[config.mk]
export PLATFORM = sky130hd
export DESIGN_NAME = adc_conversion_sequencer
export DESIGN_NICKNAME = d
export VERILOG_FILES = /design/src/rtl/adcs_pkg.sv /design/src/rtl/adcs_sar_if.sv /design/src/rtl/adcs_sar_core.sv /design/src/rtl/adc_conversion_sequencer.sv
export SDC_FILE = /design/constraint.sdc
export NUM_CORES = 1
export LEC_CHECK = 0
export BUFFER_PORTS_ARGS = -buffer_cell sky130_fd_sc_hd__clkbuf_2
export CORE_MARGIN = 5
export CORE_UTILIZATION = 55
export DETAILED_ROUTE_END_ITERATION = 10
export GPL_TIMING_DRIVEN = 0
export PLACE_DENSITY_LB_ADDON = 0.1
export SLEW_MARGIN = 10
export SYNTH_ARGS = -nofsm -noshare
export SYNTH_HDL_FRONTEND = slang
export SYNTH_SLANG_ARGS = --single-unit
[constraint.sdc]
create_clock -name ref_clk -period 3.14 [get_ports ref_clk]
set_input_delay 0.314 -clock ref_clk [delete_from_list [all_inputs] [get_ports ref_clk]]
set_output_delay 0.314 -clock ref_clk [all_outputs]
set_load 0.01 [all_outputs]
[src/rtl/adcs_pkg.sv]
// constants and types shared by the conversion sequencer files
package adcs_pkg;
   // register byte offsets on the bus
   localparam logic [4:0] ADDR_CTL = 5'h00;
   localparam logic [4:0] ADDR_RES1 = 5'h04;
   localparam logic [4:0] ADDR_RES4 = 5'h10;
   localparam logic [4:0] ADDR_OPT = 5'h14;
   localparam logic [2:0] RES_FIRST_WORD = 3'h1;
   // control/status field positions
   localparam int CTL_CCF_BIT = 7;
   localparam int CTL_ZERO_BIT = 6;
   localparam int CTL_SCAN_BIT = 5;
   localparam int CTL_GROUP_CONVERT_SELECT_BIT = 4;
   localparam logic [7:0] CTL_RESET = 8'h00;
   // option register field positions
   localparam int OPT_CONVERTER_CLOCK_SOURCE_SELECT_BIT = 6;
   localparam int OPT_DLY_BIT = 4;
   localparam logic [7:0] OPT_RESET = 8'h00;
   // conversion timing in converter ticks
   localparam logic [4:0] SAMPLE_LAST = 5'h0B;
   localparam logic [4:0] DECIDE_FIRST = 5'h0D;
   localparam logic [4:0] DECIDE_LAST = 5'h1B;
   localparam logic [4:0] CONV_LAST = 5'h1F;
   localparam logic [7:0] SAR_MSB = 8'h80;
   localparam logic [1:0] LAST_SLOT = 2'h3;
   // clock rates
   localparam int CLK_PERIOD_NS = 50;
   localparam int RC_FREQ_KHZ = 1500;
   localparam int RC_PERIOD_NS = 1000000 / RC_FREQ_KHZ;
   localparam int RC_DIV = RC_PERIOD_NS / CLK_PERIOD_NS;
   typedef enum logic [1:0] {ADCS_IDLE, ADCS_DELAY, ADCS_CONV} adcs_state_t;
endpackage : adcs_pkg

[src/rtl/adcs_sar_if.sv]
// link between the sequencer and the successive-approximation engine
`timescale 1ns/1ps
interface adcs_sar_if;
   logic tick;
   logic run;
   logic cmpHigh;
   logic sampSw;
   logic [7:0] dac;
   logic done;
   logic [7:0] result;
   modport seq (output tick, output run, output cmpHigh,
      input sampSw, input dac, input done, input result);
   modport core (input tick, input run, input cmpHigh,
      output sampSw, output dac, output done, output result);
endinterface : adcs_sar_if

[src/rtl/adcs_sar_core.sv]
// successive-approximation engine: 32 ticks per conversion, 12 of them sampling
`timescale 1ns/1ps
module adcs_sar_core (
   input wire logic clk,
   input wire logic rst_n,
   adcs_sar_if.core sar
);
   logic [4:0] cnt_reg;
   logic [4:0] cnt_next;
   logic [7:0] dac_reg;
   logic [7:0] dac_next;
   logic [7:0] trial_reg;
   logic [7:0] trial_next;
   logic samp_reg;
   logic samp_next;
   logic [5:0] since_reg;

   wire step = sar.tick && sar.run;
   // first trial is loaded as the hold closes, so the code never moves while sampling
   wire loadMsb = step && cnt_reg == adcs_pkg::SAMPLE_LAST + 5'h01;
   wire decide = step && cnt_reg[0] && cnt_reg >= adcs_pkg::DECIDE_FIRST
      && cnt_reg <= adcs_pkg::DECIDE_LAST;
   // keep the trial bit only when the input is at or above the trial level
   wire [7:0] kept = sar.cmpHigh ? dac_reg : (dac_reg & ~trial_reg);

   // dropping run discards the partial result so the channel is resampled
   assign cnt_next = !sar.run ? 5'h00 : (sar.tick ? cnt_reg + 5'h01 : cnt_reg);
   // window is ticks 1 to 12: opening at tick 0 would cut the first sample short
   // and close the switch again for a cycle as a halting sequence wraps
   assign samp_next = sar.run && cnt_next != 5'h00
      && cnt_next <= adcs_pkg::SAMPLE_LAST + 5'h01;
   assign trial_next = loadMsb ? adcs_pkg::SAR_MSB : (decide ? trial_reg >> 1 : trial_reg);
   // a full-scale input keeps every bit and saturates at the top code
   assign dac_next = loadMsb ? adcs_pkg::SAR_MSB
      : (decide ? (kept | (trial_reg >> 1)) : dac_reg);
   assign sar.done = step && cnt_reg == adcs_pkg::CONV_LAST;
   assign sar.result = dac_reg;
   assign sar.dac = dac_reg;
   assign sar.sampSw = samp_reg;

   always_ff @(posedge clk) begin
      if (!rst_n) begin
         cnt_reg <= 5'h00;
         dac_reg <= 8'h00;
         trial_reg <= 8'h00;
         samp_reg <= 1'b0;
      end else begin
         cnt_reg <= cnt_next;
         dac_reg <= dac_next;
         trial_reg <= trial_next;
         samp_reg <= samp_next;
      end
   end

   // ticks since the current conversion began, for checking only
   always_ff @(posedge clk) begin
      if (!rst_n || !sar.run || sar.done) begin
         since_reg <= 6'h00;
      end else if (sar.tick) begin
         since_reg <= since_reg + 6'h01;
      end
   end

   conv_length_a: assert property (@(posedge clk) disable iff (!rst_n)
      sar.done |-> since_reg == 6'h1F)
      else $error("conversion did not take 32 converter ticks");
   halt_resample_a: assert property (@(posedge clk) disable iff (!rst_n)
      !sar.run |=> cnt_reg == 5'h00 && !sar.sampSw)
      else $error("suspended conversion not restarted from sampling");
   sample_window_a: assert property (@(posedge clk) disable iff (!rst_n)
      sar.sampSw |-> cnt_reg != 5'h00 && cnt_reg <= adcs_pkg::SAMPLE_LAST + 5'h01
         && $past(sar.run))
      else $error("sample switch closed outside the sample phase");
endmodule : adcs_sar_core

[src/rtl/adc_conversion_sequencer.sv]
// conversion sequencer: Avalon registers, channel sequencing, result storage
//
// Register access over Avalon-MM and the register addresses were decided locally.
`timescale 1ns/1ps
module adc_conversion_sequencer #(
   parameter int E_DIV = 1
) (
   input wire logic ref_clk,
   input wire logic rst_n,
   input wire logic [4:0] avs_address,
   input wire logic avs_read,
   input wire logic avs_write,
   input wire logic [31:0] avs_writedata,
   input wire logic [3:0] avs_byteenable,
   output logic [31:0] avs_readdata,
   output logic avs_waitrequest,
   input wire logic stopModeActive,
   input wire logic waitModeActive,
   input wire logic compareHigh,
   output logic [3:0] analogMuxSel,
   output logic sampleSwitch,
   output logic [7:0] dacCode,
   output logic sequenceBusy
);
   adcs_sar_if sar ();

   logic waitReq_reg;
   logic [31:0] readData_reg;
   logic [7:0] ctl_reg;
   logic [7:0] ctlNext;
   logic [7:0] opt_reg;
   logic [7:0] optNext;
   logic [7:0] res_reg [4];
   adcs_pkg::adcs_state_t state_reg;
   adcs_pkg::adcs_state_t state_next;
   logic [1:0] slot_reg;
   logic [1:0] slot_next;
   logic ccf_reg;
   logic ccf_next;
   logic [3:0] mux_reg;
   logic [3:0] mux_next;
   logic busy_reg;
   logic [7:0] eCnt_reg;
   logic [7:0] rcCnt_reg;

   // ---------------- bus slave ----------------
   // one wait cycle on every access; the request completes at the next edge
   wire busReq = avs_read || avs_write;
   wire accept = busReq && !avs_waitrequest;
   wire lowLane = avs_byteenable[0];
   wire [2:0] wordIdx = avs_address[4:2];
   wire aligned = avs_address[1:0] == 2'b00;
   wire isCtl = avs_address == adcs_pkg::ADDR_CTL;
   wire isOpt = avs_address == adcs_pkg::ADDR_OPT;
   wire isRes = aligned && avs_address >= adcs_pkg::ADDR_RES1
      && avs_address <= adcs_pkg::ADDR_RES4;
   wire [1:0] resSel = 2'(wordIdx - adcs_pkg::RES_FIRST_WORD);
   wire wrCtl = accept && avs_write && isCtl && lowLane;
   wire wrOpt = accept && avs_write && isOpt && lowLane;

   // flag and the always-zero bit come from logic, not from storage
   wire [7:0] ctlView = {ccf_reg, 1'b0, ctl_reg[5:0]};
   wire [7:0] rdByte = isCtl ? ctlView
      : isOpt ? opt_reg
      : isRes ? res_reg[resSel]
      : 8'h00;

   assign ctlNext = wrCtl ? {2'b00, avs_writedata[5:0]} : ctl_reg;
   assign optNext = wrOpt ? avs_writedata[7:0] : opt_reg;

   always_ff @(posedge ref_clk) begin
      if (!rst_n) begin
         waitReq_reg <= 1'b1;
         readData_reg <= 32'h00000000;
      end else begin
         waitReq_reg <= !(busReq && waitReq_reg);
         if (busReq && waitReq_reg) begin
            readData_reg <= {24'h000000, rdByte};
         end
      end
   end

   always_ff @(posedge ref_clk) begin
      if (!rst_n) begin
         ctl_reg <= adcs_pkg::CTL_RESET;
         opt_reg <= adcs_pkg::OPT_RESET;
      end else begin
         ctl_reg <= ctlNext;
         opt_reg <= optNext;
      end
   end

   assign avs_waitrequest = waitReq_reg;
   assign avs_readdata = readData_reg;

   wire scanOn = ctl_reg[adcs_pkg::CTL_SCAN_BIT];
   wire groupOn = ctl_reg[adcs_pkg::CTL_GROUP_CONVERT_SELECT_BIT];
   wire clkSel = opt_reg[adcs_pkg::OPT_CONVERTER_CLOCK_SOURCE_SELECT_BIT];
   // recovery-delay bit is only stored; the settling wait is software's job
   wire stopDelayEn = opt_reg[adcs_pkg::OPT_DLY_BIT];

   // ---------------- converter clock ----------------
   // the RC source is modelled as an enable; noise isolation is not modelled
   wire eTick = eCnt_reg == 8'(E_DIV - 1);
   wire rcTick = rcCnt_reg == 8'(adcs_pkg::RC_DIV - 1);
   wire convTick = clkSel ? rcTick : eTick;

   always_ff @(posedge ref_clk) begin
      if (!rst_n || eTick) begin
         eCnt_reg <= 8'h00;
      end else begin
         eCnt_reg <= eCnt_reg + 8'h01;
      end
   end

   always_ff @(posedge ref_clk) begin
      if (!rst_n || rcTick) begin
         rcCnt_reg <= 8'h00;
      end else begin
         rcCnt_reg <= rcCnt_reg + 8'h01;
      end
   end

   // ---------------- sequencer ----------------
   wire lowPower = stopModeActive || waitModeActive;
   wire coreDone = sar.done;
   wire lastSlot = coreDone && slot_reg == adcs_pkg::LAST_SLOT;

   assign sar.tick = convTick;
   assign sar.run = state_reg == adcs_pkg::ADCS_CONV && !lowPower;
   assign sar.cmpHigh = compareHigh;

   // a control write always wins: it abandons whatever was running
   assign state_next = wrCtl ? adcs_pkg::ADCS_DELAY
      : (state_reg == adcs_pkg::ADCS_DELAY && convTick) ? adcs_pkg::ADCS_CONV
      : (lastSlot && !scanOn) ? adcs_pkg::ADCS_IDLE
      : state_reg;
   // slot wraps 3 to 0, so scan overwrites from the first register again
   assign slot_next = wrCtl ? 2'b00 : (coreDone ? slot_reg + 2'b01 : slot_reg);
   // write clearing beats a same-cycle set: that result belongs to the old sequence
   assign ccf_next = wrCtl ? 1'b0 : (lastSlot ? 1'b1 : ccf_reg);
   assign mux_next = ctlNext[adcs_pkg::CTL_GROUP_CONVERT_SELECT_BIT]
      ? {ctlNext[3:2], slot_next} : ctlNext[3:0];

   always_ff @(posedge ref_clk) begin
      if (!rst_n) begin
         state_reg <= adcs_pkg::ADCS_IDLE;
         slot_reg <= 2'b00;
         ccf_reg <= 1'b0;
         mux_reg <= 4'h0;
         busy_reg <= 1'b0;
      end else begin
         state_reg <= state_next;
         slot_reg <= slot_next;
         ccf_reg <= ccf_next;
         mux_reg <= mux_next;
         busy_reg <= state_next != adcs_pkg::ADCS_IDLE;
      end
   end

   // results are written only by conversions; bus writes never reach them
   genvar gi;
   generate
      for (gi = 0; gi < 4; gi++) begin : g_res
         always_ff @(posedge ref_clk) begin
            if (!rst_n) begin
               res_reg[gi] <= 8'h00;
            end else if (coreDone && slot_reg == 2'(gi)) begin
               res_reg[gi] <= sar.result;
            end
         end
      end
   endgenerate

   adcs_sar_core u_core (
      .clk(ref_clk),
      .rst_n(rst_n),
      .sar(sar)
   );

   assign analogMuxSel = mux_reg;
   assign sampleSwitch = sar.sampSw;
   assign dacCode = sar.dac;
   assign sequenceBusy = busy_reg;

   // ---------------- checks ----------------
   start_delay_a: assert property (@(posedge ref_clk) disable iff (!rst_n)
      wrCtl ##1 convTick |=> state_reg == adcs_pkg::ADCS_CONV && slot_reg == 2'b00)
      else $error("sequence did not start one tick after the control write");
   write_clears_a: assert property (@(posedge ref_clk) disable iff (!rst_n)
      wrCtl |=> !ccf_reg && state_reg == adcs_pkg::ADCS_DELAY)
      else $error("control write did not clear the flag and restart");
   abandon_seq_a: assert property (@(posedge ref_clk) disable iff (!rst_n)
      wrCtl && state_reg == adcs_pkg::ADCS_CONV |=> !sar.run ##1 !sar.sampSw)
      else $error("running sequence not abandoned on control write");
   mux_select_a: assert property (@(posedge ref_clk) disable iff (!rst_n)
      state_reg == adcs_pkg::ADCS_CONV |-> analogMuxSel == (groupOn
         ? {ctl_reg[3:2], slot_reg} : ctl_reg[3:0]))
      else $error("multiplexer selects the wrong input");
   result_store_a: assert property (@(posedge ref_clk) disable iff (!rst_n)
      coreDone |=> res_reg[$past(slot_reg)] == $past(sar.result))
      else $error("result not stored in its slot");
   single_halt_a: assert property (@(posedge ref_clk) disable iff (!rst_n)
      lastSlot && !scanOn && !wrCtl |=> state_reg == adcs_pkg::ADCS_IDLE
         ##1 !sar.sampSw)
      else $error("non-scan sequence did not halt after four results");
   scan_wrap_a: assert property (@(posedge ref_clk) disable iff (!rst_n)
      lastSlot && scanOn && !wrCtl |=> slot_reg == 2'b00
         && state_reg == adcs_pkg::ADCS_CONV)
      else $error("scan mode did not wrap to the first register");
   flag_set_a: assert property (@(posedge ref_clk) disable iff (!rst_n)
      lastSlot && !wrCtl |=> ccf_reg ##1 (ccf_reg || $past(wrCtl)))
      else $error("flag not set after the fourth result");
   flag_hold_a: assert property (@(posedge ref_clk) disable iff (!rst_n)
      ccf_reg && !wrCtl |=> ccf_reg)
      else $error("flag dropped without a control write");
   zero_bit_a: assert property (@(posedge ref_clk) disable iff (!rst_n)
      accept && avs_read && isCtl |-> !avs_readdata[6]
         && avs_readdata[7] == $past(ccf_reg))
      else $error("control readback shows bit 6 set or a stale flag");
   result_ro_a: assert property (@(posedge ref_clk) disable iff (!rst_n)
      accept && avs_write && isRes && !coreDone
         |=> res_reg[$past(resSel)] == $past(res_reg[resSel]))
      else $error("bus write altered a result register");
   answer_time_a: assert property (@(posedge ref_clk) disable iff (!rst_n)
      busReq && avs_waitrequest |=> !avs_waitrequest)
      else $error("bus request not answered after one wait cycle");

   single_done_c: cover property (@(posedge ref_clk) disable iff (!rst_n)
      lastSlot && !scanOn && !groupOn);
   group_done_c: cover property (@(posedge ref_clk) disable iff (!rst_n)
      lastSlot && !scanOn && groupOn);
   scan_wrap_c: cover property (@(posedge ref_clk) disable iff (!rst_n)
      lastSlot && scanOn && ccf_reg);
   suspend_c: cover property (@(posedge ref_clk) disable iff (!rst_n)
      state_reg == adcs_pkg::ADCS_CONV && lowPower && stopDelayEn);
   abort_c: cover property (@(posedge ref_clk) disable iff (!rst_n)
      wrCtl && state_reg == adcs_pkg::ADCS_CONV);
endmodule : adc_conversion_sequencer

; Yosys cells after proc, flatten, opt, wreduce, memory -nomap -nowiden
; Memory sizes are Yosys's and may differ from the RTL's.
; Cells that the tools add are included.
[totals]
ff_bits = 71
latchBits = 0
ram_bits = 32
mem_bits_ro = 0
input_bits = 48
out_inout_bits = 47
n_memories = 1
[classes]
add_sub_neg = 5
n_mul = 0
div_mod_pow = 0
n_lt_le_gt_ge = 5
eq_ne = 9
n_shift = 0
muxes = 35
bitwise_logic = 8
n_reduce_logical = 42
[memory_table]
columns = name, words, word_bits, rd, rd_clocked_by_memory_dff, write_ports, line_no
row1 = res_reg, 4, 8, 1, 0, 4, adc_conversion_sequencer.sv:33  ; logic [7:0] res_reg [4];
[op_table]
columns = operator, count
row1 = $mux 8, 12
row2 = $logic_and 1x1->1, 24
row3 = $add 8x1->8 const B, 2
row4 = $mux 5, 3
row5 = $mux 1, 14
row6 = $mux 2, 6
row7 = $eq 5x5->1 const B, 2
row8 = $le 5x5->1 const B, 2
row9 = $and 8x8->8, 1
row10 = $eq 8x4->1 const B, 1
row11 = $logic_not 8->1, 1
row12 = $not 8->8, 1
row13 = $or 8x7->8, 1
row14 = $eq 2x2->1 const B, 3
row15 = $add 5x1->5 const B, 1
row16 = $eq 5x4->1 const B, 1
row17 = $ge 5x3->1 const B, 1
row18 = $ge 5x4->1 const B, 1
row19 = $le 5x4->1 const B, 1
row20 = $logic_not 1->1, 5
row21 = $logic_not 5->1, 1
row22 = $reduce_bool 5->1, 1
row23 = $eq 2x1->1 const B, 2
row24 = $logic_not 2->1, 2
row25 = other kinds (7), 15

; Depth between registers and ports, before layout
; Gate-level depths: netlist of the first run.
[depth]
word_depth = 11
depth_mapped = 11
depth_no_buf = 7

; Hierarchy
; A second synthesis of the first run with hierarchy kept.
[unflattened]
cells_unflattened = 471
hier_area_um2 = 4832.1
[by_module_without_submodules]
columns = module, instances, cells_each, area_each_um2, seq_area_each_um2
row1 = adc_conversion_sequencer, 1, 347, 3713.6, 1901.8
row2 = adcs_sar_core, 1, 124, 1118.6, 440.4

; Least setup slack after synthesis of the first run
; OpenSTA, ideal clock, no wires.
[synth_path]
kind = reg-to-reg
from = reg eCnt_reg[0]
to = mem res_reg[3][0] (enable)
setup_ns = 0.384
arrival_time_ns = 2.195
path_slack_ns = 0.560
path_stages_with_launch = 8
n_path_buf = 1
path_cell_list = dfxtp_1 inv_1 ha_1 or4b_1 and2b_1 o21ai_2 clkbuf_1 o21ai_0
[synth_lines]
columns = element, line_no
row1 = from (decl), adc_conversion_sequencer.sv:43  ; logic [7:0] eCnt_reg;
row2 = from (signal assigned), adc_conversion_sequencer.sv:112  ; eCnt_reg <= eCnt_reg + 8'h01;
row3 = to (decl), adc_conversion_sequencer.sv:33

==> results.toml, run 1 <==
[global_routing]
number_of_antenna_violations_at_the_first_check_in_global_routing = 0
maximum_number_of_pins_on_one_net_before_global_route_repair = 17
grt_first_pass_wirelength_mm = 17.4
grt_util_all_layers_pct = 19.5
grt_pass1_vias = 3507
overflow = 0

[floorplanning]
floorplan.die_area_sq_mm = 0.0108
initial_cell_density_of_the_core_pct = 55.9
fp.dieH_um = 104
floorplan.die.width_um = 104
io-pin-count = 95
core_area_sq_mm = 0.00868
fp-row-count = 34

[sta]
period_share_pct = 85.5
tightest_slew_ps = 984
worst_hold_slack_ps = 175
slew_headroom_pct = 33.9
rsz0062_at_grt = "false"
period_needed_ps = 2680
setup_total_negative_slack_ps = 0
drv_slew = 0
clock-skew-final_ps = 13.0
timing.fmax_mhz = 372
finalSetupViolations = 0
timing_hold_violations_final = 0

[detailed_routing]
via_per_inst = 5.42
first_pass_iters = 4
routed_len_inst_um = 15.7
initialDrtViolationCount = 168
via_count = 3639
drc_viols = 0
ant_nets = 0
drt_wl_total_mm = 10.5

[final_layout]
finalNetCount = 619
antenna_cells_inserted = 0
area_of_the_multi_input_gates_sq_mm = 0.00227
filler_cell_count = 766
largest_register_ffs = 32
drive_gt1_share_pct = 19.2
final-seq-area_sq_mm = 0.00234
syn_to_final_growth_pct = 13.3

[critical_path]
critical_path_peak_fanout = 9
required_time_of_the_critical_path_ps = 3160
timing.critical_path.from_type = "register"
critical_path_arrival_ps = 2700
critical_path_class = "register to register"
crit_end_category = "register"

[clocking]
clock_tree.root_cell = "clkbuf_8"
tritoncts = "yes"
clock-sinks = 101
ctsLongestPathBuffers = 2
clock_tree.htree_level_count = 3
clk_pin_slew_worst_paths_ps = 100
postCtsSetupRepairBufs = 0
cts_inserted_buffers = 9
worst_skew_pair.late_latency_ps = 360

[hold_path]
min_path_type = "input port to register"

[power_and_ir_drop]
max-vdd-ir-drop_mv = 0.267
powerDensity_mw_per_mm2 = 429
static-leakage-power_uw = 0.00213
total_power_uw = 2360

[place]
portBuffers = 43
globalplace.congestion = 0.863
place_hpwl_mm = 7.61

[synth]
synth-warning-count = 0
postSynthCellCount = 481
ys_seq_elements = 101
synth_top_flop_cell = "dfxtp_1"
syn_avg_cell_area_sq_um = 10.1
synthDistinctLibCells = 54
synth_area_sq_mm = 0.00485
postSynth.asyncResetShare_pct = 0
synth_sequential_area_ratio_pct = 48.3
synth-edff-count = 32

[flow_run]
cap_violations = 0

[status]
outcome = "finished, final reports clean"
final timing paths:
| check | startpoint | to | slack (ps) | depth (start not counted) |
|---|---|---|---|---|
| worst max register to register | u_core.cnt_reg[1]$_SDFF_PN0_ | res_reg[0][6]$_SDFFCE_PN0P_ | 460 | 7 |
| worst min register to register | avs_readdata[7]$_SDFFE_PN0P_ | avs_readdata[7]$_SDFFE_PN0P_ | 460 | 2 |
| worst min-delay path | avs_writedata[2] | ctl_reg[2]$_SDFFE_PN0P_ | 180 | 3 |
| worst max-delay path | u_core.cnt_reg[1]$_SDFF_PN0_ | res_reg[0][6]$_SDFFCE_PN0P_ | 460 | 7 |
report_power, final:
group          internal (uW)  total [uW]  switching (uW)
registers               1370        1380            12.4
clock network            367         807             440
logic                   72.2         167            94.4
cells in the final DEF (no fill, tap or decap), types with 11 or more instances in the layout:
master     n
dfxtp_1   69
clkbuf_2  43
nor2_1    41
nand2_1   36
and2_1    33
edfxtp_1  32
a21oi_1   29
buf_4     27
conb_1    24
o21ai_0   17
nand3_1   17
inv_1     15
ha_1      13
clkbuf_1  12
or3_1     11
mux2i_1   11
per-layer routing:
layer	wire [um]	GRT usage, %	part of all wire, %	vias up
met1	4570	25.5	43	1695
met3	609	4.35	5.8	16
met4	222	6.94	2.1	0
met2	5110	31.8	49	99
met5	0	0	0	-
li1	-	-	-	1829
synthesized netlist by cell type (3+ instances only):
master | number | area share [%]
dfxtp_1 | 69 | 28
nor2_1 | 41 | 3.2
nand2_1 | 36 | 2.8
and2_1 | 33 | 4.3
edfxtp_1 | 32 | 20
a21oi_1 | 29 | 3.0
buf_4 | 27 | 4.2
o21ai_0 | 18 | 1.9
nand3_1 | 17 | 1.8
inv_1 | 15 | 1.2
ha_1 | 13 | 3.4
clkbuf_1 | 11 | 0.85
mux2i_1 | 11 | 2.3
or3_1 | 11 | 1.4
nand4b_1 | 9 | 1.6
xor2_1 | 9 | 1.6
mux4_2 | 8 | 3.7
nor3_1 | 8 | 0.82
a221oi_1 | 7 | 1.3
a32o_1 | 7 | 1.4
buf_2 | 5 | 0.52
nand2b_1 | 5 | 0.64
xnor2_1 | 5 | 0.90
a21o_1 | 4 | 0.62
a31oi_1 | 4 | 0.52
and3_1 | 4 | 0.52
and4_1 | 4 | 0.72
nor4_1 | 3 | 0.39
nor4b_1 | 3 | 0.54
or4b_1 | 3 | 0.62
final cells by class:
class,count,share of cell area (%)
clock inverters,6,1.16
clock buffers,10,2.32
well taps,108,2.46
plain buffers,45,5.16
multi-input cells,343,41.4
inverters,15,1.02
flip-flops and latches,101,42.6
repair buffers,43,3.91
metrics by stage:
step	worst slack [ps]	std cells	utilization, %	instance area (sq um)
finish	455	671	63.4	5500
global route	220	671	63.4	5500
CTS	246	671	63.2	5490
detailed placement	271	655	61.0	5300
global placement	-83.9	655	61.0	5290
floorplan	560	504	-	4940
worst max-delay path, cell delays in order, from the launching register on:
cell	delay (ps)
dfxtp_1	500
ha_1	200
clkbuf_1	290
and3_1	210
ha_1	270
nand2_1	70
a21oi_1	370
a21o_1	430
timing repair:
action                     4_1_cts  5_1_grt
gates resized for setup          0        1
hold buffers                     0        0
setup endpoints to repair        0        4
cell families (layout without fill, tap and decap cells):
| logic type | Yosys count | after routing | synth area share [%] |
|---|---|---|---|
| adders and majority gates | 13 | 13 | 3.35 |
| AOI/OAI and AO/OA | 85 | 85 | 11.9 |
| other | 1 | 24 | 0.0773 |
| muxes | 19 | 19 | 5.98 |
| xor gates and xnor gates | 14 | 14 | 2.53 |
| buffers and inverters | 60 | 119 | 7.01 |
| DFF | 101 | 101 | 48.3 |
| and+or+nand+nor | 188 | 188 | 20.9 |
Power figures use the tool's default switching activity.
==> run 2, diff against run 1 <==
--- a/config.mk
+++ b/config.mk
@@ -7,10 +7,10 @@
 export LEC_CHECK = 0
 export BUFFER_PORTS_ARGS = -buffer_cell sky130_fd_sc_hd__clkbuf_2
 export CORE_MARGIN = 5
-export CORE_UTILIZATION = 55
+export CORE_UTILIZATION = 50
 export DETAILED_ROUTE_END_ITERATION = 10
 export GPL_TIMING_DRIVEN = 0
-export PLACE_DENSITY_LB_ADDON = 0.1
+export PLACE_DENSITY = 0.76
 export SLEW_MARGIN = 10
 export SYNTH_ARGS = -nofsm -noshare
 export SYNTH_HDL_FRONTEND = slang
==> results.toml, run 2 (synthesis results as in run 1) <==
[global_routing]
grt_pass1_vias = 3497
grt_util_all_layers_pct = 17.8
maximum_number_of_pins_on_one_net_before_global_route_repair = 19
grt_first_pass_wirelength_mm = 16.7
number_of_antenna_violations_at_the_first_check_in_global_routing = 0
overflow = 0

[critical_path]
critical-path-slowest-cell = "o21ai_1"
critical_path_class = "register to register"
cp.buffers_inverters = 2
critical_path_arrival_ps = 2820
cp_top_family = "simple AND/OR/NAND/NOR gates"
crit_end_category = "register"
required_time_of_the_critical_path_ps = 3130
critical_path.reg2reg.startpoint = "eCnt_reg[0]$_SDFF_PP0_"
slowest_delay_ps = 640
critical_path_peak_fanout = 10
crit_start = "eCnt_reg[0]$_SDFF_PP0_"
cp_cell_sequence = "inv_1 > ha_1 > or4b_1 > and2b_1 > o21ai_2 > clkbuf_1 > o21ai_1"
timing.critical_path.from_type = "register"

[sta]
period_needed_ps = 2830
setup_total_negative_slack_ps = 0
finalSetupViolations = 0
drv_slew = 0
clock-skew-final_ps = 13.7
final.setup.worst_slack_ps = 309
timing.fmax_mhz = 353
period_share_pct = 90.1
timing_hold_violations_final = 0
rsz0062_at_grt = "false"
slew_headroom_pct = 38.8
tightest_slew_ps = 910

[detailed_routing]
initialDrtViolationCount = 191
drc_viols = 0
first_pass_iters = 4
drt_wl_total_mm = 10.1
via_per_inst = 5.36
via_count = 3733
routed_len_inst_um = 14.6
ant_nets = 0

[flow_run]
cap_violations = 0

[power_and_ir_drop]
p_switching_uw = 557
powerDensity_mw_per_mm2 = 428
max-vdd-ir-drop_mv = 0.238
clock_power_share_pct = 34.8
internal_power_uw = 1810
power_frac_seq_pct = 58.4
static-leakage-power_uw = 0.00214
switching_share_pct = 23.5
power.share.combinational_pct = 6.8

[hold_path]
hold_start = "avs_writedata[3]"
min_path_type = "input port to register"

[floorplanning]
floorplan.die_area_sq_mm = 0.0118
fp-row-count = 36
core_area_sq_mm = 0.00964
initial_cell_density_of_the_core_pct = 50.4
io-pin-count = 95
floorplan.die.width_um = 109
fp.dieH_um = 109

[clocking]
worst_skew_pair.late_latency_ps = 360
clock_tree.root_cell = "clkbuf_8"
ctsLongestPathBuffers = 2
clk_pin_slew_worst_paths_ps = 100
clock_tree.htree_level_count = 3
tritoncts = "yes"
cts_inserted_buffers = 9
clock-sinks = 101

[final_layout]
stdcell_count = 696
area_of_the_multi_input_gates_sq_mm = 0.00227
largest_register_ffs = 32
drive_gt1_share_pct = 19.0
finalNetCount = 619
finalInstanceArea_sq_mm = 0.00554
antenna_cells_inserted = 0
filler_cell_count = 827
fin_util_pct = 57.5
final-seq-area_sq_mm = 0.00234
most-common-layout-cells = "dfxtp_1 (69), clkbuf_2 (43), nor2_1 (41), nand2_1 (36), and2_1 (33)"
syn_to_final_growth_pct = 14.1
leading_cell_type_in_the_layout_fill_and_taps_excluded = "dfxtp_1"

[place]
globalplace.congestion = 0.825
dpl_cell_area_sq_mm = 0.00532
place_inst = 680
portBuffers = 43
place_hpwl_mm = 7.63
place_worst_setup_slack_ps = 99.9

[status]
outcome = "finished, final reports clean"
[run 2: cell types whose count changed in the layout (fill, tap and decap cells not counted), sizes merged]
cell      change
inv           +3
bufinv        -1
clkinv        -2
clkinvlp      -2
clkbuf        +2
[run 2: per-stage QoR]
| stage | hold WS (ps) | total power [uW] |
|---|---|---|
| after floorplan | 426 | 1520 |
| after global placement | 440 | 1570 |
| after detailed placement | 448 | 1570 |
| after CTS | 175 | 2390 |
| after global routing | 183 | 2460 |
| final | 183 | 2370 |
[run 2: timing repair]
action	4_1_cts	5_1_grt
endpoints found under the setup margin	0	8
resized for setup	0	1
buffers inserted	0	0
hold buffers	0	0
[run 2: power by group through the flow]
stage               clock (uW)  sequential, uW  combinational, uW
floorplan                    0            1410                111
global placement             0            1410                156
detailed placement           0            1420                159
CTS                        840            1390                160
global route               893            1390                178
finish                     824            1390                162
[run 2: final timing paths]
| check | end | slack, ps | depth (start not counted) |
|---|---|---|---|
| worst max-delay path | res_reg[3][7]$_SDFFCE_PN0P_ | 310 | 7 |
| worst min-delay path | ctl_reg[3]$_SDFFE_PN0P_ | 180 | 3 |
| worst min register to register | avs_readdata[4]$_SDFFE_PN0P_ | 460 | 2 |
| worst max register to register | res_reg[3][7]$_SDFFCE_PN0P_ | 310 | 7 |
[run 2: area by class of cell]
cell class                      instances  area share [%]
Multi-Input combinational cell        343            41.0
Clock inverter                          4           0.655
Inverter                               15            1.02
Timing Repair Buffer                   43            3.89
Sequential cell                       101            42.3
Buffer                                 45            5.13
Tap cell                              133            3.00
Clock buffer                           12            3.00
[run 2: worst min-delay path, stage by stage]
cell	delay, ps
clkbuf_2	90
nand2_1	50
a21oi_1	50
[run 2: per-layer routing]
layer | global-route usage [%] | routed length, um
met1 | 22.8 | 4500
met2 | 30.0 | 4890
met3 | 4.18 | 673
met4 | 5.59 | 73
met5 | 0 | 0
==> run 3, diff against run 2 <==
--- a/config.mk
+++ b/config.mk
@@ -8,9 +8,10 @@
 export BUFFER_PORTS_ARGS = -buffer_cell sky130_fd_sc_hd__clkbuf_2
 export CORE_MARGIN = 5
 export CORE_UTILIZATION = 50
+export CTS_BUF_LIST = sky130_fd_sc_hd__clkbuf_8 sky130_fd_sc_hd__clkbuf_16
 export DETAILED_ROUTE_END_ITERATION = 10
 export GPL_TIMING_DRIVEN = 0
-export PLACE_DENSITY = 0.76
+export PLACE_DENSITY_LB_ADDON = 0.3
 export SLEW_MARGIN = 10
 export SYNTH_ARGS = -nofsm -noshare
 export SYNTH_HDL_FRONTEND = slang
==> constraint.sdc (replaced) <==
create_clock -name ref_clk -period 3.35 [get_ports ref_clk]
set_input_delay 0.335 -clock ref_clk [delete_from_list [all_inputs] [get_ports ref_clk]]
set_output_delay 0.335 -clock ref_clk [all_outputs]
set_load 0.01 [all_outputs]
==> results.toml, run 3 (synthesis results as in run 1) <==
[global_routing]
number_of_antenna_violations_at_the_first_check_in_global_routing = 0
grt_first_pass_wirelength_mm = 16.6
grt_util_all_layers_pct = 17.8
overflow = 0
grt_pass1_vias = 3443
maximum_number_of_pins_on_one_net_before_global_route_repair = 19

[sta]
drv_slew = 0
period_needed_ps = 2930
final.setup.worst_slack_ps = 422
period_share_pct = 87.4
rsz0062_at_grt = "false"
clock-skew-final_ps = 10.2
tightest_slew_ps = 919
slew_headroom_pct = 38.3
timing_hold_violations_final = 0
finalSetupViolations = 0
setup_total_negative_slack_ps = 0
timing.fmax_mhz = 342

[final_layout]
most-common-layout-cells = "dfxtp_1 (69), clkbuf_2 (43), nor2_1 (41), nand2_1 (36), and2_1 (33)"
drive_gt1_share_pct = 19.0
antenna_cells_inserted = 0
leading_cell_type_in_the_layout_fill_and_taps_excluded = "dfxtp_1"
stdcell_count = 696
largest_register_ffs = 32
syn_to_final_growth_pct = 13.6
finalNetCount = 619

[clocking]
tritoncts = "yes"
clock-sinks = 101
clock_tree.root_cell = "clkbuf_8"
holdBufCountCts = 0
worst_skew_pair.late_latency_ps = 360
clock_tree.htree_level_count = 3
cts_repair_resize_count = 0
clk_pin_slew_worst_paths_ps = 100
ctsLongestPathBuffers = 2
cts_inserted_buffers = 9
postCtsSetupRepairBufs = 0

[critical_path]
ff2ff_path_depth = 7
crit_end_category = "register"
critical_path_class = "register to register"
worstReg2RegEnd = "res_reg[3][6]$_SDFFCE_PN0P_"
crit_path_end = "res_reg[3][6]$_SDFFCE_PN0P_"
cp_top_family = "compound AO/OA/AOI/OAI gates"
critical_path.reg2reg.startpoint = "eCnt_reg[0]$_SDFF_PP0_"
critical_path_arrival_ps = 2920
cp.buffers_inverters = 2
timing.critical_path.from_type = "register"
number_of_gates_on_the_worst_path_with_buffers_counted = 7
crit_start = "eCnt_reg[0]$_SDFF_PP0_"
cp_cell_sequence = "inv_1 > ha_1 > or4b_1 > and2b_1 > o21ai_2 > clkbuf_1 > o21ai_1"
timing.reg2reg.setup_slack_ps = 420
critical-path-slowest-cell = "o21ai_1"
required_time_of_the_critical_path_ps = 3340
slowest_delay_ps = 730
critical_path_peak_fanout = 10

[place]
place_worst_setup_slack_ps = 57.0
place_inst = 680
place_hpwl_mm = 7.51
portBuffers = 43
globalplace.congestion = 0.834

[power_and_ir_drop]
powerDensity_mw_per_mm2 = 394
max-vdd-ir-drop_mv = 0.196
static-leakage-power_uw = 0.00213

[floorplanning]
initial_cell_density_of_the_core_pct = 50.4
floorplan.die.width_um = 109
core_area_sq_mm = 0.00964
io-pin-count = 95
fp-row-count = 36
floorplan.die_area_sq_mm = 0.0118
fp.dieH_um = 109

[flow_run]
cap_violations = 0

[detailed_routing]
first_pass_iters = 4
drt_wl_total_mm = 10.2
drc_viols = 0
via_count = 3669
routed_len_inst_um = 14.7
via_per_inst = 5.27
initialDrtViolationCount = 197
ant_nets = 0

[status]
outcome = "finished, final reports clean"

[hold_path]
min_path_type = "input port to register"
[run 3: cell types whose count changed in the layout (fill, tap and decap cells not counted)]
cell	before	now
clkinv_2	0	1
inv_6	2	3
inv_1	15	16
clkbuf_8	10	9
clkbuf_16	1	0
clkbuf_1	12	11
[run 3: layer usage]
metal,vias to the layer above,GRT usage (%),wire length [um]
li1,1832,-,-
met1,1723,23.6,4640
met2,106,30.0,4980
met3,8,3.58,533
met4,0,4.24,86
met5,-,0,0
[run 3: how the worst min path moves through the flow]
| stage | slack (ps) | from | cells past startpoint | to |
|---|---|---|---|---|
| floorplan | 430 | eCnt_reg[0]$_SDFF_PP0_ | 1 | eCnt_reg[0]$_SDFF_PP0_ |
| global placement | 440 | eCnt_reg[0]$_SDFF_PP0_ | 1 | eCnt_reg[0]$_SDFF_PP0_ |
| finish | 210 | avs_writedata[3] | 3 | ctl_reg[3]$_SDFFE_PN0P_ |
| CTS | 200 | avs_writedata[3] | 3 | ctl_reg[3]$_SDFFE_PN0P_ |
| detailed placement | 450 | avs_readdata[3]$_SDFFE_PN0P_ | 2 | avs_readdata[3]$_SDFFE_PN0P_ |
| global route | 220 | avs_writedata[5] | 3 | ctl_reg[5]$_SDFFE_PN0P_ |
[run 3: area by class of cell]
cell class / count / area (sq um)
fill: 873 / 4130
tap: 133 / 166
inverter: 15 / 56.3
timing repair buffer: 43 / 215
sequential: 101 / 2340
clock buffer: 9 / 124
clock inverter: 7 / 53.8
multi-input combinational: 343 / 2270
buffer: 45 / 284
[run 3: report_power, final]
part	leakage [uW]	switching, uW	total, uW	internal, uW
registers	0.000860	11.1	1300	1290
clock network	0.0000937	439	720	280
logic	0.00118	86.7	154	67.6
[run 3: stage by stage]
step           power (uW)  utilization [%]  hold slack, ps  instance area [sq um]
2_1_floorplan        1430                -             426                   4940
3_3_place_gp         1470             55.2             440                   5320
3_5_place_dp         1480             55.2             447                   5320
4_1_cts              2180             57.0             195                   5500
5_1_grt              2260             57.2             221                   5510
6_report             2170             57.2             211                   5510
[run 3: worst min-delay path: stages]
cell,delay (ps)
clkbuf_2,100
nand2_1,50
a21oi_1,50
